## src/inc/rss_defs.svh

```systemverilog
// Register offsets, field positions, reset values and timing counts
// of the rolling-shutter scan sequencer. Definitions only.
`ifndef RSS_DEFS_SVH
`define RSS_DEFS_SVH

// Register byte offsets
`define REG_CTRL      8'h00
`define REG_TRIG_DLY  8'h04
`define REG_WIN_H     8'h08
`define REG_LINE_SPD  8'h0C
`define REG_ROI_H     8'h10
`define REG_STATUS    8'h14
`define REG_FRAME_CNT 8'h18

// Control register fields
`define CTRL_ACQ_EN   0
`define CTRL_ALT_EN   1
`define CTRL_PAT_LO   2
`define CTRL_PAT_HI   4
`define CTRL_FAST     5

// Reset values
`define RST_TRIG_DLY  32'h0000_0000
`define RST_WIN_H     12'h00A
`define RST_LINE_SPD  16'h0BA6
`define FULL_ROWS_HALF 1080

// Line speed is held in hundredths of a row per millisecond
`define SPD_MIN_SLOW  16'h012A
`define SPD_MAX_SLOW  16'h1047
`define SPD_MIN_FAST  16'h02E7
`define SPD_MAX_FAST  16'h28A0

// Timing
`define SYS_CLK_MHZ   40
`define PIX_SLOW_MHZ  216
`define PIX_FAST_MHZ  540
`define ROW_PIX_CLKS  2624
`define CYC_PER_MS    (`SYS_CLK_MHZ * 1000)
`define SPD_NUMER     (`CYC_PER_MS * 100)
// Least row time in system cycles, rounded up
`define ROW_MIN_SLOW  ((`ROW_PIX_CLKS * `SYS_CLK_MHZ + `PIX_SLOW_MHZ - 1) / `PIX_SLOW_MHZ)
`define ROW_MIN_FAST  ((`ROW_PIX_CLKS * `SYS_CLK_MHZ + `PIX_FAST_MHZ - 1) / `PIX_FAST_MHZ)

`endif

```

## src/inc/rss_pkg.sv

```systemverilog
// Types shared by the scan sequencer design files.
// Assumes rss_defs.svh is available for the numeric constants.
package rss_pkg;

  typedef enum logic [2:0] {
    PAT_CENTRE_OUT,
    PAT_EDGES_IN,
    PAT_BOTH_DOWN,
    PAT_BOTH_UP,
    PAT_SINGLE_DOWN,
    PAT_SINGLE_UP
  } scan_pattern_type;

  typedef enum logic [2:0] {
    ST_IDLE,
    ST_PREP,
    ST_ARMED,
    ST_DELAY,
    ST_SCAN
  } seq_state_type;

endpackage

```

## src/rtl/scan_sequencer.sv

```systemverilog
// Rolling-shutter scan sequencer: drives row reset and row read strobes
// for the two sensor halves in the selected scan pattern.
// Assumes clk_sys_i is the 40 MHz sequencer clock and trig_i is an
// asynchronous pin; registers are reached over a plain strobe port.
//
// Overview of operation
// [RL1] Standard pattern reads both halves together, centre outwards row by row.
// [RL2] Single sweep scans whole sensor top-down or bottom-up on one port.
// [RL3] Single sweep takes twice the rows per frame, halving frame rate.
// [RL4] Dual patterns read both halves at once, each following its light.
// [RL5] Pattern choice: centre-out plus three further dual-half directions.
// [RL6] Alternation reverses sweep direction on every successive image.
// [RL7] Programmable delay sits between external trigger and acquisition start.
// [RL8] Exposure window height in rows; exposure equals height over line speed.
// [RL9] Line speed clamped to 2.98-41.67 or 7.43-104 rows per millisecond.
// [RL10] Speed ranges apply at the 216 MHz and 540 MHz pixel rates.
// [RL11] Outside party should match its scanner speed to the sensor line rate.
// [RL12] One row time is a full row readout of 2624 pixel clocks.
// [RL13] Half-frame height comes from the region of interest; full is 1080.
// [RL14] Settings are captured at acquisition start and held until stop.
// [RL15] Trigger delay counted in clocks; first row reset when it expires.
//
// Local design decisions: the register offsets and strobed register access.
`include "rss_defs.svh"
`timescale 1ns/1ps
`default_nettype none

module scan_sequencer import rss_pkg::*; #(
  parameter int ADDR_W = 12,
  parameter int MAX_ROWS_HALF = `FULL_ROWS_HALF
) (
  input wire logic clk_sys_i,
  input wire logic reset_n_i,
  input wire logic [7:0] addr_i,
  input wire logic [31:0] wr_data_i,
  input wire logic wr_stb_i,
  input wire logic rd_stb_i,
  output logic [31:0] rd_data_o,
  input wire logic trig_i,
  output logic row_rst_stb_a_o,
  output logic [ADDR_W-1:0] row_rst_addr_a_o,
  output logic row_rd_stb_a_o,
  output logic [ADDR_W-1:0] row_rd_addr_a_o,
  output logic row_rst_stb_b_o,
  output logic [ADDR_W-1:0] row_rst_addr_b_o,
  output logic row_rd_stb_b_o,
  output logic [ADDR_W-1:0] row_rd_addr_b_o,
  output logic frame_start_o,
  output logic frame_done_o,
  output logic scan_dir_o,
  output logic busy_o
);

  generate
    if (MAX_ROWS_HALF < 1 || 2 * MAX_ROWS_HALF > (1 << ADDR_W) || ADDR_W > 12) begin : g_chk
      $error("scan_sequencer: MAX_ROWS_HALF does not fit ADDR_W");
    end
  endgenerate
  localparam logic [15:0] ROW_MIN_SLOW_C = 16'(`ROW_MIN_SLOW);
  localparam logic [15:0] ROW_MIN_FAST_C = 16'(`ROW_MIN_FAST);
  localparam logic [31:0] SPD_NUMER_C = 32'(`SPD_NUMER);
  localparam logic [11:0] MAX_ROWS_C = 12'(MAX_ROWS_HALF);
  // Clamp a requested speed into the range of the selected pixel rate
  function automatic logic [15:0] clamp_speed(input logic [15:0] spd, input logic fast);
    logic [15:0] lo;
    logic [15:0] hi;
    lo = fast ? `SPD_MIN_FAST : `SPD_MIN_SLOW;
    hi = fast ? `SPD_MAX_FAST : `SPD_MAX_SLOW;
    if (spd < lo) begin
      return lo;
    end else if (spd > hi) begin
      return hi;
    end
    return spd;
  endfunction
  // Physical row of sweep index idx; half a is rows 0..h-1 (top edge at 0)
  function automatic logic [ADDR_W-1:0] row_addr(input logic [12:0] idx,
      input logic half_b, input scan_pattern_type pat, input logic rev,
      input logic [12:0] h);
    logic down;
    logic [12:0] r;
    down = 1'b1;
    case (pat)
      PAT_CENTRE_OUT: down = half_b; // RL1
      PAT_EDGES_IN: down = !half_b;
      PAT_BOTH_DOWN: down = 1'b1;
      PAT_BOTH_UP: down = 1'b0;
      PAT_SINGLE_DOWN: down = 1'b1;
      PAT_SINGLE_UP: down = 1'b0;
      default: down = 1'b1;
    endcase
    down = down ^ rev; // RL6
    if (pat == PAT_SINGLE_DOWN || pat == PAT_SINGLE_UP) begin
      r = down ? idx : (13'((h << 1) - 13'd1) - idx); // RL2
    end else if (!half_b) begin
      r = down ? idx : (h - 13'd1 - idx);
    end else begin
      r = down ? (h + idx) : (13'((h << 1) - 13'd1) - idx);
    end
    return r[ADDR_W-1:0];
  endfunction
  // Trigger pin synchroniser
  logic trig_meta_ff;
  logic trig_sync_ff;
  logic trig_prev_ff;
  logic trig_edge;
  always_ff @(posedge clk_sys_i or negedge reset_n_i) begin
    if (!reset_n_i) begin
      trig_meta_ff <= 1'b0;
      trig_sync_ff <= 1'b0;
      trig_prev_ff <= 1'b0;
    end else begin
      trig_meta_ff <= trig_i;
      trig_sync_ff <= trig_meta_ff;
      trig_prev_ff <= trig_sync_ff;
    end
  end
  assign trig_edge = trig_sync_ff && !trig_prev_ff;
  // Software settings
  logic acq_en_ff;
  logic alt_en_ff;
  logic [2:0] pat_ff;
  logic fast_ff;
  logic [31:0] trig_dly_ff;
  logic [11:0] win_h_ff;
  logic [15:0] line_spd_ff;
  logic [11:0] roi_h_ff;
  always_ff @(posedge clk_sys_i or negedge reset_n_i) begin
    if (!reset_n_i) begin
      acq_en_ff <= 1'b0;
      alt_en_ff <= 1'b0;
      pat_ff <= 3'h0;
      fast_ff <= 1'b0;
      trig_dly_ff <= `RST_TRIG_DLY;
      win_h_ff <= `RST_WIN_H;
      line_spd_ff <= `RST_LINE_SPD;
      roi_h_ff <= MAX_ROWS_C;
    end else if (wr_stb_i) begin
      case (addr_i)
        `REG_CTRL: begin
          acq_en_ff <= wr_data_i[`CTRL_ACQ_EN];
          alt_en_ff <= wr_data_i[`CTRL_ALT_EN];
          pat_ff <= wr_data_i[`CTRL_PAT_HI:`CTRL_PAT_LO];
          fast_ff <= wr_data_i[`CTRL_FAST];
        end
        `REG_TRIG_DLY: trig_dly_ff <= wr_data_i;
        `REG_WIN_H: win_h_ff <= wr_data_i[11:0];
        `REG_LINE_SPD: line_spd_ff <= wr_data_i[15:0];
        `REG_ROI_H: roi_h_ff <= wr_data_i[11:0];
        default: ;
      endcase
    end
  end
  // Settings captured at acquisition start
  scan_pattern_type sh_pat_ff;
  logic sh_alt_ff;
  logic [31:0] sh_dly_ff;
  logic [12:0] sh_win_ff;
  logic [12:0] sh_half_ff;
  logic [12:0] sh_rows_ff;
  logic [15:0] sh_spd_ff;
  logic [15:0] sh_min_row_ff;
  logic [15:0] period_ff;
  seq_state_type state_ff;
  logic [31:0] dly_cnt_ff;
  logic [15:0] row_cnt_ff;
  logic [12:0] step_ff;
  logic dir_rev_ff;
  logic [15:0] frame_cnt_ff;
  logic div_start_ff;
  logic [31:0] div_quot;
  logic div_done;
  logic row_tick;
  logic last_step;
  logic single;
  assign single = (sh_pat_ff == PAT_SINGLE_DOWN) || (sh_pat_ff == PAT_SINGLE_UP);
  assign row_tick = (state_ff == ST_SCAN) && (row_cnt_ff == 16'h0000);
  assign last_step = (step_ff == 13'(sh_rows_ff + sh_win_ff - 13'd1));
  row_period_div #(.W(32)) u_div (
    .clk_sys_i(clk_sys_i),
    .reset_n_i(reset_n_i),
    .start_i(div_start_ff),
    .dividend_i(SPD_NUMER_C),
    .divisor_i({16'h0000, sh_spd_ff}),
    .quot_o(div_quot),
    .done_o(div_done)
  );
  always_ff @(posedge clk_sys_i or negedge reset_n_i) begin
    if (!reset_n_i) begin
      sh_pat_ff <= PAT_CENTRE_OUT;
      sh_alt_ff <= 1'b0;
      sh_dly_ff <= '0;
      sh_win_ff <= 13'h0001;
      sh_half_ff <= 13'h0001;
      sh_rows_ff <= 13'h0001;
      sh_spd_ff <= `SPD_MIN_SLOW;
      sh_min_row_ff <= ROW_MIN_SLOW_C;
    end else if (state_ff == ST_IDLE && acq_en_ff) begin
      sh_pat_ff <= (pat_ff > 3'(PAT_SINGLE_UP)) ? PAT_CENTRE_OUT : scan_pattern_type'(pat_ff); // RL5
      sh_alt_ff <= alt_en_ff; // RL14
      sh_dly_ff <= trig_dly_ff;
      sh_win_ff <= (win_h_ff == 12'h000) ? 13'h0001 : {1'b0, win_h_ff}; // RL8
      sh_half_ff <= (roi_h_ff == 12'h000 || roi_h_ff > MAX_ROWS_C) ?
        {1'b0, MAX_ROWS_C} : {1'b0, roi_h_ff}; // RL13
      sh_rows_ff <= (pat_ff == 3'(PAT_SINGLE_DOWN) || pat_ff == 3'(PAT_SINGLE_UP)) ?
        13'((roi_h_ff == 12'h000 || roi_h_ff > MAX_ROWS_C ? MAX_ROWS_C : roi_h_ff) << 1) :
        {1'b0, (roi_h_ff == 12'h000 || roi_h_ff > MAX_ROWS_C ? MAX_ROWS_C : roi_h_ff)}; // RL3
      sh_spd_ff <= clamp_speed(line_spd_ff, fast_ff); // RL9
      sh_min_row_ff <= fast_ff ? ROW_MIN_FAST_C : ROW_MIN_SLOW_C; // RL10
    end
  end
  // Row period from line speed, never shorter than one full row readout
  always_ff @(posedge clk_sys_i or negedge reset_n_i) begin
    if (!reset_n_i) begin
      period_ff <= ROW_MIN_SLOW_C;
    end else if (div_done) begin
      period_ff <= (div_quot[15:0] < sh_min_row_ff) ? sh_min_row_ff : div_quot[15:0]; // RL12
    end
  end
  // Sequencer state
  always_ff @(posedge clk_sys_i or negedge reset_n_i) begin
    if (!reset_n_i) begin
      state_ff <= ST_IDLE;
      div_start_ff <= 1'b0;
      dly_cnt_ff <= '0;
      row_cnt_ff <= '0;
      step_ff <= '0;
    end else begin
      div_start_ff <= 1'b0;
      case (state_ff)
        ST_IDLE: begin
          if (acq_en_ff) begin
            div_start_ff <= 1'b1;
            state_ff <= ST_PREP;
          end
        end
        ST_PREP: begin
          if (!acq_en_ff) begin
            state_ff <= ST_IDLE;
          end else if (div_done) begin
            state_ff <= ST_ARMED;
          end
        end
        ST_ARMED: begin
          // Triggers outside this state are ignored
          if (!acq_en_ff) begin
            state_ff <= ST_IDLE;
          end else if (trig_edge) begin
            row_cnt_ff <= '0;
            step_ff <= '0;
            dly_cnt_ff <= sh_dly_ff;
            state_ff <= (sh_dly_ff == 32'h0000_0000) ? ST_SCAN : ST_DELAY; // RL7
          end
        end
        ST_DELAY: begin
          if (!acq_en_ff) begin
            state_ff <= ST_IDLE;
          end else if (dly_cnt_ff == 32'h0000_0001) begin
            state_ff <= ST_SCAN; // RL15
          end else begin
            dly_cnt_ff <= dly_cnt_ff - 32'h0000_0001; // RL15
          end
        end
        ST_SCAN: begin
          // Stopping mid-frame abandons the frame at once
          if (!acq_en_ff) begin
            state_ff <= ST_IDLE;
          end else if (row_cnt_ff == period_ff - 16'h0001) begin
            row_cnt_ff <= '0;
            if (last_step) begin
              state_ff <= ST_ARMED;
            end else begin
              step_ff <= step_ff + 13'h0001;
            end
          end else begin
            row_cnt_ff <= row_cnt_ff + 16'h0001;
          end
        end
        default: state_ff <= ST_IDLE;
      endcase
    end
  end
  // Direction and frame bookkeeping
  always_ff @(posedge clk_sys_i or negedge reset_n_i) begin
    if (!reset_n_i) begin
      dir_rev_ff <= 1'b0;
      frame_cnt_ff <= '0;
      frame_start_o <= 1'b0;
      frame_done_o <= 1'b0;
    end else begin
      frame_start_o <= row_tick && (step_ff == 13'h0000);
      frame_done_o <= 1'b0;
      if (state_ff == ST_IDLE) begin
        dir_rev_ff <= 1'b0;
      end else if (state_ff == ST_SCAN && acq_en_ff && last_step &&
                   row_cnt_ff == period_ff - 16'h0001) begin
        frame_done_o <= 1'b1;
        frame_cnt_ff <= frame_cnt_ff + 16'h0001;
        if (sh_alt_ff) begin
          dir_rev_ff <= !dir_rev_ff; // RL6
        end
      end
    end
  end
  // Row strobes: reset row leads read row by the window height
  logic [12:0] rd_idx;
  assign rd_idx = step_ff - sh_win_ff;
  always_ff @(posedge clk_sys_i or negedge reset_n_i) begin
    if (!reset_n_i) begin
      row_rst_stb_a_o <= 1'b0;
      row_rst_addr_a_o <= '0;
      row_rd_stb_a_o <= 1'b0;
      row_rd_addr_a_o <= '0;
      row_rst_stb_b_o <= 1'b0;
      row_rst_addr_b_o <= '0;
      row_rd_stb_b_o <= 1'b0;
      row_rd_addr_b_o <= '0;
    end else begin
      row_rst_stb_a_o <= 1'b0;
      row_rd_stb_a_o <= 1'b0;
      row_rst_stb_b_o <= 1'b0;
      row_rd_stb_b_o <= 1'b0;
      if (row_tick) begin
        if (step_ff < sh_rows_ff) begin
          row_rst_stb_a_o <= 1'b1;
          row_rst_addr_a_o <= row_addr(step_ff, 1'b0, sh_pat_ff, dir_rev_ff, sh_half_ff);
          row_rst_stb_b_o <= !single; // RL4
          row_rst_addr_b_o <= row_addr(step_ff, 1'b1, sh_pat_ff, dir_rev_ff, sh_half_ff);
        end
        if (step_ff >= sh_win_ff) begin
          row_rd_stb_a_o <= 1'b1; // RL8
          row_rd_addr_a_o <= row_addr(rd_idx, 1'b0, sh_pat_ff, dir_rev_ff, sh_half_ff);
          row_rd_stb_b_o <= !single; // RL2
          row_rd_addr_b_o <= row_addr(rd_idx, 1'b1, sh_pat_ff, dir_rev_ff, sh_half_ff);
        end
      end
    end
  end

  always_ff @(posedge clk_sys_i or negedge reset_n_i) begin
    if (!reset_n_i) begin
      scan_dir_o <= 1'b0;
      busy_o <= 1'b0;
    end else begin
      scan_dir_o <= dir_rev_ff;
      busy_o <= (state_ff == ST_DELAY) || (state_ff == ST_SCAN);
    end
  end
  // Register read port: data stand in the cycle after the strobe only
  always_ff @(posedge clk_sys_i or negedge reset_n_i) begin
    if (!reset_n_i) begin
      rd_data_o <= '0;
    end else if (rd_stb_i) begin
      case (addr_i)
        `REG_CTRL: rd_data_o <= {26'h0, fast_ff, pat_ff, alt_en_ff, acq_en_ff};
        `REG_TRIG_DLY: rd_data_o <= trig_dly_ff;
        `REG_WIN_H: rd_data_o <= {20'h0, win_h_ff};
        `REG_LINE_SPD: rd_data_o <= {16'h0, line_spd_ff};
        `REG_ROI_H: rd_data_o <= {20'h0, roi_h_ff};
        `REG_STATUS: rd_data_o <= {period_ff, 11'h0, dir_rev_ff, 1'b0, 3'(state_ff)};
        `REG_FRAME_CNT: rd_data_o <= {16'h0, frame_cnt_ff};
        default: rd_data_o <= '0;
      endcase
    end else begin
      rd_data_o <= '0;
    end
  end

endmodule

`default_nettype wire

```

## src/rtl/row_period_div.sv

```systemverilog
// Serial restoring divider that turns the line speed into a row period.
// Assumes start is a one-cycle pulse and divisor is held until done.
`timescale 1ns/1ps
`default_nettype none

module row_period_div #(
  parameter int W = 32
) (
  input wire logic clk_sys_i,
  input wire logic reset_n_i,
  input wire logic start_i,
  input wire logic [W-1:0] dividend_i,
  input wire logic [W-1:0] divisor_i,
  output logic [W-1:0] quot_o,
  output logic done_o
);

  generate
    if (W < 2) begin : g_chk
      $error("row_period_div needs W of at least 2");
    end
  endgenerate

  logic [W-1:0] rem_ff;
  logic [W-1:0] quot_ff;
  logic [W-1:0] num_ff;
  logic [$clog2(W+1)-1:0] cnt_ff;
  logic busy_ff;
  logic done_ff;
  logic [W:0] trial;

  assign trial = {rem_ff, num_ff[W-1]} - {1'b0, divisor_i};

  always_ff @(posedge clk_sys_i or negedge reset_n_i) begin
    if (!reset_n_i) begin
      rem_ff <= '0;
      quot_ff <= '0;
      num_ff <= '0;
      cnt_ff <= '0;
      busy_ff <= 1'b0;
      done_ff <= 1'b0;
    end else begin
      done_ff <= 1'b0;
      if (start_i) begin
        rem_ff <= '0;
        quot_ff <= '0;
        num_ff <= dividend_i;
        cnt_ff <= ($clog2(W+1))'(W);
        busy_ff <= 1'b1;
      end else if (busy_ff) begin
        num_ff <= {num_ff[W-2:0], 1'b0};
        if (!trial[W]) begin
          rem_ff <= trial[W-1:0];
          quot_ff <= {quot_ff[W-2:0], 1'b1};
        end else begin
          rem_ff <= {rem_ff[W-2:0], num_ff[W-1]};
          quot_ff <= {quot_ff[W-2:0], 1'b0};
        end
        cnt_ff <= cnt_ff - 1'b1;
        if (cnt_ff == ($clog2(W+1))'(1)) begin
          busy_ff <= 1'b0;
          done_ff <= 1'b1;
        end
      end
    end
  end

  assign quot_o = quot_ff;
  assign done_o = done_ff;

endmodule

`default_nettype wire

```

## config.mk

```make
export PLATFORM = sky130hd
export DESIGN_NAME = scan_sequencer
export DESIGN_NICKNAME = d
export VERILOG_FILES = /design/src/inc/rss_pkg.sv /design/src/rtl/scan_sequencer.sv /design/src/rtl/row_period_div.sv
export VERILOG_INCLUDE_DIRS = /design/src /design/src/inc
export SDC_FILE = /design/constraint.sdc
export NUM_CORES = 1
export LEC_CHECK = 0
export BUFFER_PORTS_ARGS = -buffer_cell sky130_fd_sc_hd__buf_2
export CAP_MARGIN = 20
export CELL_PAD_IN_SITES_DETAIL_PLACEMENT = 0
export CELL_PAD_IN_SITES_GLOBAL_PLACEMENT = 1
export CORE_ASPECT_RATIO = 0.9
export CORE_UTILIZATION = 45
export CTS_CLUSTER_DIAMETER = 60
export DETAILED_ROUTE_END_ITERATION = 8
export GPL_TIMING_DRIVEN = 0
export PLACE_DENSITY_LB_ADDON = 0.1
export SYNTH_ARGS = -nofsm -noshare
export SYNTH_HDL_FRONTEND = slang
export SYNTH_SLANG_ARGS = --single-unit
```

## constraint.sdc

```tcl
create_clock -name clk_sys_i -period 5.6 [get_ports clk_sys_i]
set_input_delay 1.12 -clock clk_sys_i [delete_from_list [all_inputs] [get_ports clk_sys_i]]
set_output_delay 1.12 -clock clk_sys_i [all_outputs]
set_load 0.02 [all_outputs]
```

==> metrics.md <==
| Metric | Value |
|---|---|
| Fmax | `0.198 GHz` |
| Max_slew headroom | `22.7%` |
| Horiz. Die Dim | `260 um` |
| Outcome | `finished, final reports clean` |
| Hold EP | `trig_sync_ff` |
| Max-Cap Viols | `0` |
| Tmin final | `5.05 ns` |
| Final wirelength | `91.7 mm` |
| GR Overflow Total | `0` |
| CP Data Arrival Time | `5.52 ns` |
| Net count, final | `3389` |
| Syn Area/Cell | `9.03 um^2` |
| Power density cells | `563 mW/mm^2` |
| Post-Syn Nets | `3198` |
| DRC viols | `0` |
| Synth warnings | `0` |
| First-pass GRT wire length | `139 mm` |
| R2R Setup Slk | `0.55 ns` |
| Drt first-iter violations | `2289` |
| Sequential Power Share | `26.4%` |
| Hold_buf cts | `0` |
| EDFF count, synth | `0` |
| Ys async rst share | `100%` |
| Post-DRT Antenna Nets | `0` |
| Main synth FF type | `dfrtp_1` |
| Vias in the first global route | `22800` |
| Total Die Area | `0.0609 mm^2` |
| Crit end category | `register` |
| Filler Cell Count | `5566` |
| Hold Path Origin | `trig_meta_ff` |
| DP Worst Slack | `0.651 ns` |
| Worst R2R End | `row_rd_addr_a_o[11]` |
| Clock power share | `20.8%` |
| Cell-internal power | `9450 uW` |
| Leakage power | `0.0144 uW` |
| I/O Buffers | `132` |
| Top-count cell post-synth | `dfrtp_1` |
| Crit Path Class | `register to register` |
| Worst Path Required | `6.07 ns` |
| Largest delay contributor family on the critical path | `compound AO/OA/AOI/OAI gates` |
| Worst-skew pair later-pin latency | `0.62 ns` |
| DR WL/cell | `23.0 um` |
| WHS Path Cells | `0` |
| Cell Chain, Critical Path | `inv_1 -> ha_1 -> inv_1 -> fa_1 -> a21o_1 -> a21oi_1 -> o221ai_1 -> a21o_1 -> a21oi_1 -> xnor2_1 -> inv_1 -> ha_1 -> a21o_1 -> a31oi_1 -> nor4_1 -> a2111oi_0 -> xnor2_1 -> o21ai_0` |
| Max Slew Vio Count | `0` |
| Largest net degree at the start of global routing | `126` |
| Cell variety after synth | `78` |
| Post-cts sizing count | `0` |
| VDD IR-drop max | `0.293 mV` |
| Area of the multi-input gates | `0.0148 mm^2` |
| Register area share after synthesis | `40.8%` |
| Fin. Hold Viols | `0` |
| Top Ports | `133` |
| Comb power frac | `52.8%` |
| Crit start category | `register` |
| Post-Syn Area | `0.0269 mm^2` |
| Rows | `84` |
| Net Sw Frac | `45.0%` |
| Final Worst Setup Slack | `0.548 ns` |
| Top cell type's share of synthesized area | `38.2%` |
| Clk slew on worst S/H paths | `0.06 ns` |
| Skew final | `0.0206 ns` |
| Bufs on Longest Clock Path | `3` |
| CP max stage delay | `0.53 ns` |
| Initial antenna violation count | `3` |
| Synth area leader | `dfrtp_1` |
| R2r worst-path depth | `18` |
| Clock H-tree levels | `2` |
| Sequential cell area | `0.0110 mm^2` |
| Total core area | `0.0588 mm^2` |
| CP max FO | `8` |
| DR pass1 iterations | `8` |
| GPL Wtd Cong | `0.934` |
| Largest cells by area after synthesis | `dfrtp_1, ha_1, nand2_1` |
| Proportion of layout cells with a drive suffix above 1 | `11.8%` |
| Worst path bufs/invs | `3` |
| CTS Root Cell | `clkbuf_16` |
| Initial core utilization | `45.9%` |
| GRT Overall Usage | `30.1%` |
| Reg2reg start | `step_ff[0]` |
| Worst Tran Pin Value | `1.16 ns` |
| Final Setup Violations | `0` |
| Chip height | `234 um` |
| Switching power | `7730 uW` |
| Final worst path period share | `90.2%` |
| Yosys reg bits | `438` |
| RSZ-0062 raised after global routing | `no` |
| Synth Instances | `2984` |
| Vias per Instance | `5.93` |
| CTS tree | `done` |
| Vias | `23700` |
| CTS buffer count | `52` |
| Slowest cell on crit path | `a2111oi_0` |
| Pwr Total | `17200 uW` |
| DP Wirelength | `69.5 mm` |
| Core Util, Final | `52.0%` |
| Layout area overhead | `13.3%` |
| Hold crit path type | `register to register` |
| Synth cell count leaders | `dfrtp_1, nand2_1, nor2_1` |
| Clk sinks | `438` |
| Post-CTS setup buffers | `0` |
-- flip-flops by register name, summed over array words and instances (netlist names), 24 cells and up --
register / flops
sh_dly_ff: 32
rd_data_o: 32
u_div.num_ff: 24
u_div.rem_ff: 32
dly_cnt_ff: 32
trig_dly_ff: 32
-- area by class of cell --
| type | instances | share of cell area (%) |
|---|---|---|
| well taps | 774 | 3.17 |
| diodes | 1 | 0.00820 |
| plain buffers | 148 | 1.90 |
| clock buffers | 75 | 5.07 |
| inverters | 146 | 1.80 |
| flip-flops and latches | 438 | 36.0 |
| clock inverters | 21 | 0.914 |
| repair buffers | 137 | 2.52 |
| multi-input cells | 2252 | 48.6 |
-- worst max-delay path by stage --
stage / start / endpoint / cells past startpoint
final: step_ff[0] / row_rd_addr_a_o[11] / 18
after global routing: step_ff[0] / row_rd_addr_a_o[11] / 18
after CTS: step_ff[0] / row_rd_addr_a_o[11] / 18
after detailed placement: step_ff[0] / row_rd_addr_a_o[11] / 18
after global placement: reset_n_i / sh_dly_ff[17] / 1
after floorplan: step_ff[0] / row_rd_addr_a_o[11] / 18
-- per-stage QoR --
stage	cell area (um^2)	TNS (ns)	instances	hold WS, ns
3_3_place_gp	28600	-2256.34	3890	0.342
3_5_place_dp	28700	0	3894	0.341
5_1_grt	30500	0	3992	0.377
2_1_floorplan	26900	0	2984	0.331
4_1_cts	30500	0	3990	0.357
6_report	30500	0	3992	0.362
-- kinds of logic (layout without fill, tap and decap cells) --
| logic type | count (synthesis) | in the layout | synth area share [%] |
|---|---|---|---|
| AO/OA/AOI/OAI | 712 | 712 | 16.7 |
| XOR/XNOR | 164 | 164 | 5.33 |
| adder cells (fa/ha/maj) | 169 | 169 | 8.04 |
| buffers and inverters | 294 | 527 | 4.19 |
| flip-flops | 438 | 438 | 40.8 |
| multiplexers | 168 | 168 | 6.67 |
| other | 0 | 1 | 0 |
| AND/OR/NAND/NOR | 1039 | 1039 | 18.3 |
-- power groups by stage --
stage / combinational [uW] / sequential (uW) / clock (uW)
finish: 9080 / 4530 / 3570
global route: 10000 / 4620 / 3760
CTS: 8970 / 4520 / 3640
detailed placement: 8930 / 4570 / 0
global placement: 8800 / 4540 / 0
floorplan: 6330 / 4540 / 0
-- cells in the final DEF (no fill, tap or decap), types with 27 or more instances in the layout --
| master | count |
|---|---|
| a211oi_1 | 48 |
| a21o_1 | 28 |
| a21oi_1 | 147 |
| a22oi_1 | 40 |
| buf_2 | 133 |
| clkbuf_1 | 135 |
| clkbuf_16 | 52 |
| dfrtp_1 | 411 |
| dfstp_2 | 27 |
| ha_1 | 162 |
| inv_1 | 145 |
| mux2_2 | 92 |
| mux2i_1 | 76 |
| nand2_1 | 354 |
| nand3_1 | 65 |
| nand4_1 | 37 |
| nor2_1 | 269 |
| nor2b_1 | 33 |
| nor3_1 | 81 |
| nor4_1 | 38 |
| o21ai_0 | 228 |
| or3_1 | 31 |
| xnor2_1 | 88 |
| xor2_1 | 76 |
-- layer usage --
metal	GRT usage [%]	wire [um]	vias to the layer above	part of all wire (%)
met5	0	13	-	0.014
met4	10.6	3150	2	3.4
met3	6.67	7130	159	7.8
met2	45.1	39600	825	43
met1	42.6	41800	11600	46
li1	-	-	11000	-
(Power assumes the default switching activity.)
